--- src/pkg/pmic_cfg_pkg.sv ---
// Package with register map, field positions and state codes of the configuration bank
//
// Summary of operation
// - Boost active bit 1 adds a discharge when boost enable is written 00.
// - Start-in-off 1 keeps off after power-on reset; 0 starts the sequence.
// - Global passive discharge 1 enables passive loads in off mode, 0 disables.
// - Read-only converter select picks LDO-input (0) or converter-input (1) thresholds.
// - LDO select picks converter-input (1) or LDO-input (0) thresholds for the LDO.
`default_nettype none
package pmic_cfg_pkg;
  // ----------------------------------------------------------------
  // Register indices; byte address is four times the index
  // ----------------------------------------------------------------
  localparam logic [7:0] IDX_DISCHARGE = 8'h1C;
  localparam logic [7:0] IDX_HANDSHAKE = 8'h1D;
  localparam logic [7:0] IDX_UV_SOURCE = 8'h1E;
  localparam logic [7:0] IDX_ENABLES = 8'h20;
  localparam logic [7:0] ADDR_DISCHARGE = {IDX_DISCHARGE[5:0], 2'h0};
  localparam logic [7:0] ADDR_HANDSHAKE = {IDX_HANDSHAKE[5:0], 2'h0};
  localparam logic [7:0] ADDR_UV_SOURCE = {IDX_UV_SOURCE[5:0], 2'h0};
  localparam logic [7:0] ADDR_ENABLES = {IDX_ENABLES[5:0], 2'h0};
  // ----------------------------------------------------------------
  // Field positions
  // ----------------------------------------------------------------
  localparam int BIT_BOOST_HYS_OFF = 7;
  localparam int BIT_BOOST_PAS = 6;
  localparam int BIT_BOOST_ACT = 5;
  localparam int BIT_BUCK_PAS = 2;
  localparam int BIT_BUCK_ACT = 1;
  localparam int BIT_BUCK_FET_SCALE = 0;
  localparam int BIT_START_OFF = 7;
  localparam int BIT_GLOBAL_PAS = 6;
  localparam int BIT_CONV_UV_SEL = 1;
  localparam int BIT_LDO_UV_SEL = 0;
  localparam int BOOST_EN_LSB = 0;
  localparam int BUCK_EN_LSB = 2;
  localparam logic [1:0] EN_FIELD_OFF = 2'h0;
  // ----------------------------------------------------------------
  // Reset values
  // ----------------------------------------------------------------
  localparam logic [7:0] DISCHARGE_RESET = 8'h00;
  localparam logic LDO_UV_SEL_RESET = 1'h0;
  localparam logic [1:0] EN_FIELD_RESET = 2'h0;
  // ----------------------------------------------------------------
  // Power mode states
  // ----------------------------------------------------------------
  typedef enum logic [3:0] {
    ST_POR = 4'h1,
    ST_OFF = 4'h2,
    ST_SEQ = 4'h4,
    ST_ON = 4'h8
  } power_state_t;
endpackage : pmic_cfg_pkg
`default_nettype wire

--- src/hw/pin_sync3.sv ---
// Three-stage synchroniser for a pin; output follows once stages two and three agree
`timescale 1ns/1ps
`default_nettype none
module pin_sync3 (
  input wire logic pclk,
  input wire logic presetn,
  input wire logic pin,
  output logic level
);
  logic s1_reg;
  logic s2_reg;
  logic s3_reg;
  logic level_next;

  // Only the second stage reads the first one
  assign level_next = (s2_reg == s3_reg) ? s3_reg : level;

  always_ff @(posedge pclk or negedge presetn) begin
    if (!presetn) begin
      s1_reg <= 1'h0;
      s2_reg <= 1'h0;
      s3_reg <= 1'h0;
      level <= 1'h0;
    end else begin
      s1_reg <= pin;
      s2_reg <= s1_reg;
      s3_reg <= s2_reg;
      level <= level_next;
    end
  end
endmodule : pin_sync3
`default_nettype wire

--- src/hw/output_discharge.sv ---
// One discharge path: fires on mode entry, and on an enable-off write when policy allows
`timescale 1ns/1ps
`default_nettype none
module output_discharge (
  input wire logic pclk,
  input wire logic presetn,
  input wire logic policy_bit,
  input wire logic enable_off_write,
  input wire logic mode_entry,
  output logic discharge
);
  logic discharge_next;

  assign discharge_next = mode_entry | (policy_bit & enable_off_write);

  always_ff @(posedge pclk or negedge presetn) begin
    if (!presetn) begin
      discharge <= 1'h0;
    end else begin
      discharge <= discharge_next;
    end
  end
endmodule : output_discharge
`default_nettype wire

--- src/hw/pmic_discharge_uvlo_config.sv ---
// Discharge, start-up and undervoltage-source configuration bank behind an APB slave
`timescale 1ns/1ps
`default_nettype none
module pmic_discharge_uvlo_config #(
  parameter logic CONV_UV_SELECT = 1'h1
) (
  input wire logic pclk,
  input wire logic presetn,
  input wire logic psel,
  input wire logic penable,
  input wire logic pwrite,
  input wire logic [7:0] paddr,
  input wire logic [31:0] pwdata,
  output logic [31:0] prdata,
  output logic pready,
  output logic pslverr,
  input wire logic por_done_pin,
  input wire logic start_in_off_pin,
  input wire logic global_passive_pin,
  input wire logic enter_off_req,
  input wire logic hard_reset_req,
  input wire logic wake_req,
  output logic boost_passive_discharge,
  output logic boost_active_discharge,
  output logic buck_passive_discharge,
  output logic buck_active_discharge,
  output logic passive_loads_enable,
  output logic power_sequence_start,
  output logic in_off_mode,
  output logic boost_hysteresis_off,
  output logic buck_fet_scaling,
  output logic [1:0] boost_enable_field,
  output logic [1:0] buck_enable_field,
  output logic converter_uv_use_converter_input,
  output logic ldo_uv_use_converter_input
);
  // ----------------------------------------------------------------
  // State
  // ----------------------------------------------------------------
  logic [7:0] discharge_reg;
  logic start_in_off_reg;
  logic global_passive_reg;
  logic conv_uv_sel_reg;
  logic ldo_uv_sel_reg;
  logic [1:0] boost_en_reg;
  logic [1:0] buck_en_reg;
  logic [31:0] prdata_reg;
  logic passive_reg;
  pmic_cfg_pkg::power_state_t state_reg;
  pmic_cfg_pkg::power_state_t state_next;

  logic por_done_sync;
  logic start_in_off_sync;
  logic global_passive_sync;

  // ----------------------------------------------------------------
  // Pin synchronisers
  // ----------------------------------------------------------------
  pin_sync3 u_sync_por (
    .pclk(pclk),
    .presetn(presetn),
    .pin(por_done_pin),
    .level(por_done_sync)
  );
  pin_sync3 u_sync_start (
    .pclk(pclk),
    .presetn(presetn),
    .pin(start_in_off_pin),
    .level(start_in_off_sync)
  );
  pin_sync3 u_sync_glb (
    .pclk(pclk),
    .presetn(presetn),
    .pin(global_passive_pin),
    .level(global_passive_sync)
  );

  // ----------------------------------------------------------------
  // APB decode
  // ----------------------------------------------------------------
  wire hit_discharge = (paddr == pmic_cfg_pkg::ADDR_DISCHARGE);
  wire hit_handshake = (paddr == pmic_cfg_pkg::ADDR_HANDSHAKE);
  wire hit_uv = (paddr == pmic_cfg_pkg::ADDR_UV_SOURCE);
  wire hit_enables = (paddr == pmic_cfg_pkg::ADDR_ENABLES);
  wire addr_hit = hit_discharge | hit_handshake | hit_uv | hit_enables;
  wire access = psel & penable;
  wire setup_rd = psel & ~penable & ~pwrite;
  wire wr_ok = access & pwrite & addr_hit;
  wire wr_discharge = wr_ok & hit_discharge;
  wire wr_uv = wr_ok & hit_uv;
  wire wr_enables = wr_ok & hit_enables;

  // Unused positions are masked out of the stored value
  wire [7:0] discharge_mask = 8'hE7;
  wire [7:0] discharge_wdata = pwdata[7:0] & discharge_mask;

  wire [1:0] boost_en_wdata = pwdata[pmic_cfg_pkg::BOOST_EN_LSB +: 2];
  wire [1:0] buck_en_wdata = pwdata[pmic_cfg_pkg::BUCK_EN_LSB +: 2];
  wire boost_off_write = wr_enables & (boost_en_wdata == pmic_cfg_pkg::EN_FIELD_OFF);
  wire buck_off_write = wr_enables & (buck_en_wdata == pmic_cfg_pkg::EN_FIELD_OFF);

  // Read mux, zero everywhere outside the defined bits
  wire [7:0] handshake_rd = {start_in_off_reg, global_passive_reg, 6'h00};
  wire [7:0] uv_rd = {6'h00, conv_uv_sel_reg, ldo_uv_sel_reg};
  wire [7:0] enables_rd = {4'h0, buck_en_reg, boost_en_reg};
  wire [7:0] rd_byte = hit_discharge ? discharge_reg :
                       hit_handshake ? handshake_rd :
                       hit_uv ? uv_rd :
                       hit_enables ? enables_rd : 8'h00;

  // Zero wait state: read data is captured in the setup cycle
  assign pready = 1'h1;
  assign pslverr = access & ~addr_hit;
  assign prdata = prdata_reg;

  // ----------------------------------------------------------------
  // Power mode sequencing
  // ----------------------------------------------------------------
  wire st_por = (state_reg == pmic_cfg_pkg::ST_POR);
  wire st_off = (state_reg == pmic_cfg_pkg::ST_OFF);
  wire st_on = (state_reg == pmic_cfg_pkg::ST_ON);
  wire next_off = (state_next == pmic_cfg_pkg::ST_OFF);
  // Straps track the pins until power-on reset completes, then freeze
  wire start_bit_next = st_por ? start_in_off_sync : start_in_off_reg;
  wire glb_bit_next = st_por ? global_passive_sync : global_passive_reg;
  wire hard_reset_entry = st_on & hard_reset_req & ~enter_off_req;
  wire mode_entry = (next_off & ~st_off) | hard_reset_entry;

  always_comb begin
    state_next = state_reg;
    unique case (state_reg)
      pmic_cfg_pkg::ST_POR: begin
        if (por_done_sync) begin
          state_next = start_bit_next ? pmic_cfg_pkg::ST_OFF : pmic_cfg_pkg::ST_SEQ;
        end
      end
      pmic_cfg_pkg::ST_OFF: begin
        if (wake_req) begin
          state_next = pmic_cfg_pkg::ST_SEQ;
        end
      end
      pmic_cfg_pkg::ST_SEQ: begin
        state_next = pmic_cfg_pkg::ST_ON;
      end
      pmic_cfg_pkg::ST_ON: begin
        if (enter_off_req) begin
          state_next = pmic_cfg_pkg::ST_OFF;
        end else if (hard_reset_req) begin
          state_next = pmic_cfg_pkg::ST_SEQ;
        end
      end
      default: begin
        state_next = pmic_cfg_pkg::ST_POR;
      end
    endcase
  end

  always_ff @(posedge pclk or negedge presetn) begin
    if (!presetn) begin
      state_reg <= pmic_cfg_pkg::ST_POR;
      start_in_off_reg <= 1'h0;
      global_passive_reg <= 1'h0;
      passive_reg <= 1'h0;
    end else begin
      state_reg <= state_next;
      start_in_off_reg <= start_bit_next;
      global_passive_reg <= glb_bit_next;
      passive_reg <= next_off & glb_bit_next;
    end
  end

  // ----------------------------------------------------------------
  // Register file
  // ----------------------------------------------------------------
  always_ff @(posedge pclk or negedge presetn) begin
    if (!presetn) begin
      discharge_reg <= pmic_cfg_pkg::DISCHARGE_RESET;
      ldo_uv_sel_reg <= pmic_cfg_pkg::LDO_UV_SEL_RESET;
      conv_uv_sel_reg <= 1'h0;
      boost_en_reg <= pmic_cfg_pkg::EN_FIELD_RESET;
      buck_en_reg <= pmic_cfg_pkg::EN_FIELD_RESET;
      prdata_reg <= 32'h0000_0000;
    end else begin
      // Read-only select is loaded from the build-time choice after reset
      conv_uv_sel_reg <= CONV_UV_SELECT;
      if (wr_discharge) begin
        discharge_reg <= discharge_wdata;
      end
      if (wr_uv) begin
        ldo_uv_sel_reg <= pwdata[pmic_cfg_pkg::BIT_LDO_UV_SEL];
      end
      if (wr_enables) begin
        boost_en_reg <= boost_en_wdata;
        buck_en_reg <= buck_en_wdata;
      end
      if (setup_rd) begin
        prdata_reg <= {24'h00_0000, rd_byte};
      end
    end
  end

  // ----------------------------------------------------------------
  // Discharge paths
  // ----------------------------------------------------------------
  // A write of 00 fires even if the field already was 00; a repeated
  // off-write is a cheap way for software to force another discharge.
  output_discharge u_boost_pas (
    .pclk(pclk),
    .presetn(presetn),
    .policy_bit(discharge_reg[pmic_cfg_pkg::BIT_BOOST_PAS]),
    .enable_off_write(boost_off_write),
    .mode_entry(mode_entry),
    .discharge(boost_passive_discharge)
  );
  output_discharge u_boost_act (
    .pclk(pclk),
    .presetn(presetn),
    .policy_bit(discharge_reg[pmic_cfg_pkg::BIT_BOOST_ACT]),
    .enable_off_write(boost_off_write),
    .mode_entry(mode_entry),
    .discharge(boost_active_discharge)
  );
  output_discharge u_buck_pas (
    .pclk(pclk),
    .presetn(presetn),
    .policy_bit(discharge_reg[pmic_cfg_pkg::BIT_BUCK_PAS]),
    .enable_off_write(buck_off_write),
    .mode_entry(mode_entry),
    .discharge(buck_passive_discharge)
  );
  output_discharge u_buck_act (
    .pclk(pclk),
    .presetn(presetn),
    .policy_bit(discharge_reg[pmic_cfg_pkg::BIT_BUCK_ACT]),
    .enable_off_write(buck_off_write),
    .mode_entry(mode_entry),
    .discharge(buck_active_discharge)
  );

  // ----------------------------------------------------------------
  // Outputs
  // ----------------------------------------------------------------
  assign passive_loads_enable = passive_reg;
  assign power_sequence_start = (state_reg == pmic_cfg_pkg::ST_SEQ);
  assign in_off_mode = st_off;
  assign boost_hysteresis_off = discharge_reg[pmic_cfg_pkg::BIT_BOOST_HYS_OFF];
  assign buck_fet_scaling = discharge_reg[pmic_cfg_pkg::BIT_BUCK_FET_SCALE];
  assign boost_enable_field = boost_en_reg;
  assign buck_enable_field = buck_en_reg;
  assign converter_uv_use_converter_input = conv_uv_sel_reg;
  assign ldo_uv_use_converter_input = ldo_uv_sel_reg;
endmodule : pmic_discharge_uvlo_config
`default_nettype wire

--- config.mk ---
export PLATFORM = sky130hd
export DESIGN_NAME = pmic_discharge_uvlo_config
export DESIGN_NICKNAME = d
export VERILOG_FILES = /design/src/pkg/pmic_cfg_pkg.sv /design/src/hw/pin_sync3.sv /design/src/hw/output_discharge.sv /design/src/hw/pmic_discharge_uvlo_config.sv
export SDC_FILE = /design/constraint.sdc
export NUM_CORES = 1
export LEC_CHECK = 0
export BUFFER_PORTS_ARGS = -buffer_cell sky130_fd_sc_hd__clkbuf_2
export CAP_MARGIN = 30
export CORE_UTILIZATION = 46
export CTS_BUF_LIST = sky130_fd_sc_hd__clkbuf_8
export CTS_CLUSTER_DIAMETER = 40
export DETAILED_ROUTE_END_ITERATION = 10
export PLACE_DENSITY_LB_ADDON = 0.3
export REMOVE_ABC_BUFFERS = 1
export SLEW_MARGIN = 20
export SYNTH_ARGS = -nofsm -noshare
export SYNTH_HDL_FRONTEND = slang
export SYNTH_SLANG_ARGS = --single-unit
--- constraint.sdc ---
create_clock -name pclk -period 1.95 [get_ports pclk]
set_input_delay 0.0975 -clock pclk [delete_from_list [all_inputs] [get_ports pclk]]
set_output_delay 0.0975 -clock pclk [all_outputs]
set_load 0.02 [all_outputs]
Yosys cells after proc, flatten, opt, wreduce, memory -nomap -nowiden. Index checks and enable logic that the tools add are counted. W data, S select, Z words.

Bits in registers: 43. Bits in latches: 0. Bits in writable memories: 0. ROM bits: 0. Input bits: 51. Output and inout bits: 49. Memories kept: 0.

Add/subtract/negate cells: 0. $mul: 0. Divide/modulo/power cells: 0. Magnitude comparators: 0. Equality and inequality tests: 12. Shifts and indexed selects: 0. Multiplexer cells: 12. Bitwise gates (word level): 32. Reduce and logical (&&, ||, !) cells: 2.

Operators by type and width (number): $eq A8 B7 Y1 const B (3); $mux W4 (6); $and A1 B1 Y1 (19); $mux W8 (2); $pmux W4 S4 (1); $eq A4 B2 Y1 const B (2); $eq A8 B8 Y1 const B (1); $or A1 B1 Y1 (8); $not A1 Y1 (5); $eq A4 B1 Y1 const B (1); $eq A4 B3 Y1 const B (1); $eq A4 B4 Y1 const B (1); $logic_not A2 Y1 (2); $eq A1 B1 Y1 (3); $mux W3 (1); $mux W1 (2).

Longest topological paths before layout.
Word-level depth: 9. Gate-level depth with buffers: 5. Mapped depth without buffers: 4.

Hierarchy. Synthesis repeated with hierarchy kept, for this count alone.

Cell total of the unflattened synthesis: 167. Area total of the unflattened synthesis: 1950.6 µm².

By module, submodules not included: pmic_discharge_uvlo_config (instances 1, cells an instance 144, area an instance 1486.4 µm²); pin_sync3 (instances 3, cells an instance 5, area an instance 111.4 µm²); output_discharge (instances 4, cells an instance 2, area an instance 32.5 µm²).

Least setup slack after synthesis. No wires, ideal clock.

Path type: register to register. Start: register state_reg[3]. End: register passive_reg (netlist: passive_loads_enable). Library setup time: 66 ps. Arrival time: 1765 ps. Data required time: 1884 ps. Slack: 120 ps. Cell stages (with the launch flop): 5. Buffers on the path: 0. Period minus slack after synthesis: 1830 ps. Path through: dfrtp_1 nor4b_1 a22oi_1 nand2_1 and2_1.

RTL lines: start: declaration (line pmic_discharge_uvlo_config.sv:49) `pmic_cfg_pkg::power_state_t state_reg;`; start signal: assignment (line pmic_discharge_uvlo_config.sv:160) `state_reg <= pmic_cfg_pkg::ST_POR;`; start signal: assignment (line pmic_discharge_uvlo_config.sv:165) `state_reg <= state_next;`; $eq A4 B2 Y1; named net in_off_mode (line pmic_discharge_uvlo_config.sv:29) `output logic in_off_mode,`; $pmux W4 S4 (line pmic_discharge_uvlo_config.sv:131) `unique case (state_reg)`; named net state_next[1] (line pmic_discharge_uvlo_config.sv:50) `pmic_cfg_pkg::power_state_t state_next;`; $eq A4 B2 Y1 (line pmic_discharge_uvlo_config.sv:122) `wire next_off = (state_next == pmic_cfg_pkg::ST_OFF);`; $and A1 B1 Y1 (line pmic_discharge_uvlo_config.sv:168) `passive_reg <= next_off & glb_bit_next;`; end signal: assignment (line pmic_discharge_uvlo_config.sv:168); end: declaration (line pmic_discharge_uvlo_config.sv:48) `logic passive_reg;`.

The timed path passes the listed nets, and every way through them passes these cells. A chain may end at the register's enable or synchronous reset.

Worst setup path after layout.
Start: input paddr[1]. End: output pslverr.

Longest elaborated chain between the ends: 6.

RTL lines: start: declaration (line pmic_discharge_uvlo_config.sv:12) `input wire logic [7:0] paddr,`; $eq A8 B7 Y1, on equally long branches (line pmic_discharge_uvlo_config.sv:81, pmic_discharge_uvlo_config.sv:82); $or A1 B1 Y1 (2 in series) (line pmic_discharge_uvlo_config.sv:85) `wire addr_hit = hit_discharge | hit_handshake | hit_uv | hit_enables;`; $or A1 B1 Y1 (*) (line pmic_discharge_uvlo_config.sv:85); $not A1 Y1 (*) (line pmic_discharge_uvlo_config.sv:113) `assign pslverr = access & ~addr_hit;`; $and A1 B1 Y1 (*) (line pmic_discharge_uvlo_config.sv:113); end: declaration (line pmic_discharge_uvlo_config.sv:16) `output logic pslverr,`.

Every way passes the cells marked *; elsewhere a longest branch is shown, timed or not.

==> metrics.md <==
| Metric | Value |
|---|---|
| Clock sink total | `42` |
| DRC viols | `0` |
| Overall Power | `2154 uW` |
| Router iterations before antenna repair | `4` |
| WL per Instance | `11.74 um` |
| Final period util | `83.99%` |
| Placed wire-length estimate | `2.487 mm` |
| Reg2reg end | `passive_loads_enable$_DFF_PN0_` |
| PD cells | `933.2 nW/um^2` |
| Maximum clock insertion buffer count | `2` |
| Port bufs | `48` |
| DRT antenna net count | `0` |
| Leakage Power | `0.001144 uW` |
| Required @ worst endpoint | `1.85 ns` |
| Gr usage total | `15.54%` |
| Worst Setup SP | `paddr[1]` |
| GPL Wtd Cong | `0.7619` |
| Final wirelength | `3.217 mm` |
| H-tree levels | `2` |
| CP max FO | `5` |
| CTS Buf Count | `5` |
| Asr flop ratio synth | `100.0%` |
| Clock transition at path regs | `0.08 ns` |
| Core ar. | `4000 sq um` |
| Layout cells sized above 1 | `35.71%` |
| Most frequent cells in the layout | `clkbuf_2, dfrtp_1, conb_1` |
| Worst-Skew Late Latency | `0.29 ns` |
| Largest net degree at the start of global routing | `20` |
| Worst setup SP type | `input port` |
| Slew @ Worst Pin | `0.6481 ns` |
| Critical path type | `input port to output pin` |
| CTS tree | `built` |
| FP Rows | `23` |
| Non-Filler Instances | `274` |
| RSZ-0062 raised after global routing | `false` |
| Flop-to-flop setup slack | `0.34 ns` |
| Die Height | `66.49 um` |
| Cell area after synthesis | `1913 sq um` |
| Total setup buffers inserted after CTS | `0` |
| First-pass GRT wire length | `5.043 mm` |
| CTS root buf | `clkbuf_8` |
| Top_reg_cell synth | `dfrtp_1` |
| Worst VDD drop | `655.2 uV` |
| Unique masters post-synth | `36` |
| Post-synthesis sequential area ratio | `55.00%` |
| Layout area overhead | `20.67%` |
| Nets | `274` |
| Initial Util | `47.83%` |
| Number of synthesized flops with an enable pin | `0` |
| Setup TNS | `0 ns` |
| Slew margin rel. | `56.39%` |
| Reg2reg path depth | `4` |
| Initial antenna violation count | `0` |
| #FFs+latches synth | `42` |
| Post-layout util | `57.71%` |
| Cts hold-fix bufs | `4` |
| Status | `complete, no violations` |
| Top Ports | `100` |
| Number of global-route vias before repair | `1158` |
| Final setup fails | `0` |
| Post-Syn Area per Cell | `11.88 sq um` |
| Max_cap viols | `0` |
| Max FFs per register | `7` |
| Max-slew violations | `0` |
| Tmin final | `1.638 ns` |
| Critical path arrival | `1.54 ns` |
| Cts repair resizes | `0` |
| Vias/cell | `4.781` |
| Max Clk Rate | `610.6 MHz` |
| Hold Crit Class | `input port to flop` |
| Clk_skew | `0.003858 ns` |
| # diodes | `0` |
| Worst reg2reg path startpoint | `state_reg[0]$_DFF_PN1_` |
| Commonest non-fill, non-tap cell in the layout | `clkbuf_2` |
| Hold Vio Cnt, Final | `0` |
| Critical path capture point type | `output pin` |
| Synth Instances | `161` |
| CP endpoint | `pslverr` |
| Die width | `66.49 um` |
| Synth warn | `0` |
| Die area | `4421 sq um` |
| Placed insts | `262` |
| Total grt overflow | `0` |
| Via count | `1310` |
| DRT iter0 DRCs | `40` |
-- final cells by class --
class / instances / area, sq um
clock inverters: 3 / 48.80
clock buffers: 5 / 68.82
inverters: 6 / 22.52
multi-input cells: 110 / 728.2
flip-flops and latches: 42 / 1052
well taps: 50 / 62.56
repair buffers: 58 / 325.3
fillers: 342 / 1692
-- routing by layer --
| layer | share of wire (%) | track usage (%) | routed length (um) |
|---|---|---|---|
| met2 | 44 | 23.21 | 1421 |
| met3 | 7.0 | 6.336 | 224 |
| met1 | 48 | 20.56 | 1536 |
| met4 | 1.1 | 4.787 | 35 |
| met5 | 0 | 0 | 0 |
-- power by group --
group          switching (uW)  total, uW  internal (uW)
Clock                     312        702            390
Sequential               73.0       1040            972
Combinational             234        407            174
Total                     619       2150           1540
-- worst min path at each step --
| stage | startpoint | end | slack, ns | cells past startpoint |
|---|---|---|---|---|
| after floorplan | presetn | boost_enable_field[0]$_DFFE_PN0N_ | -0.20 | 0 |
| after global placement | presetn | ldo_uv_use_converter_input$_DFFE_PN0P_ | 0.02 | 1 |
| after detailed placement | presetn | ldo_uv_use_converter_input$_DFFE_PN0P_ | 0.02 | 1 |
| after CTS | pwdata[3] | u_buck_pas.discharge$_DFF_PN0_ | 0.02 | 2 |
| after global routing | pwdata[3] | u_buck_act.discharge$_DFF_PN0_ | 0.02 | 2 |
| final | pwdata[3] | u_buck_pas.discharge$_DFF_PN0_ | 0.02 | 2 |
-- cell usage after synthesis, types with 2 or more instances --
library cell / instances / area share [%]
a21o_1: 2 / 0.78
a21oi_1: 2 / 0.52
a22oi_1: 2 / 0.78
and2_1: 2 / 0.65
buf_4: 26 / 10
conb_1: 2 / 0.39
dfrtp_1: 41 / 54
inv_1: 6 / 1.2
maj3_1: 3 / 1.6
mux2_2: 13 / 7.7
mux2i_1: 2 / 1.0
nand2_1: 15 / 2.9
nand2b_1: 4 / 1.3
nor2_1: 2 / 0.39
nor3_1: 2 / 0.52
nor4b_1: 4 / 1.8
o21ai_0: 9 / 2.4
o221ai_1: 2 / 0.92
o31ai_1: 2 / 0.78
o41ai_1: 4 / 1.8
-- critical path, stage by stage --
cell	delay [ns]
clkbuf_2	0.10
or4_4	0.55
nor4_4	0.32
buf_4	0.21
nor4b_1	0.07
clkbuf_2	0.19
-- logic make-up (layout without fill, tap and decap cells) --
logic type	after synthesis	after routing	synth area share (%)
compound gates	26	26	9.221
xor+xnor	1	1	0.4579
fa+ha+maj	3	3	1.570
buf+inv	34	72	11.84
flops	42	42	55.00
mux	15	15	8.699
other cells	2	27	0.3926
simple gates	38	38	12.82
-- through the flow --
step	worst slack [ns]	hold WS [ns]	cell area, sq um
after floorplan	0.1197	-0.1981	1803
after global placement	0.09814	0.01597	2151
after detailed placement	0.1001	0.01606	2151
after CTS	0.3137	0.01646	2308
after global routing	0.2112	0.01805	2308
final	0.3123	0.02208	2308
Power figures use the tool's default switching activity.
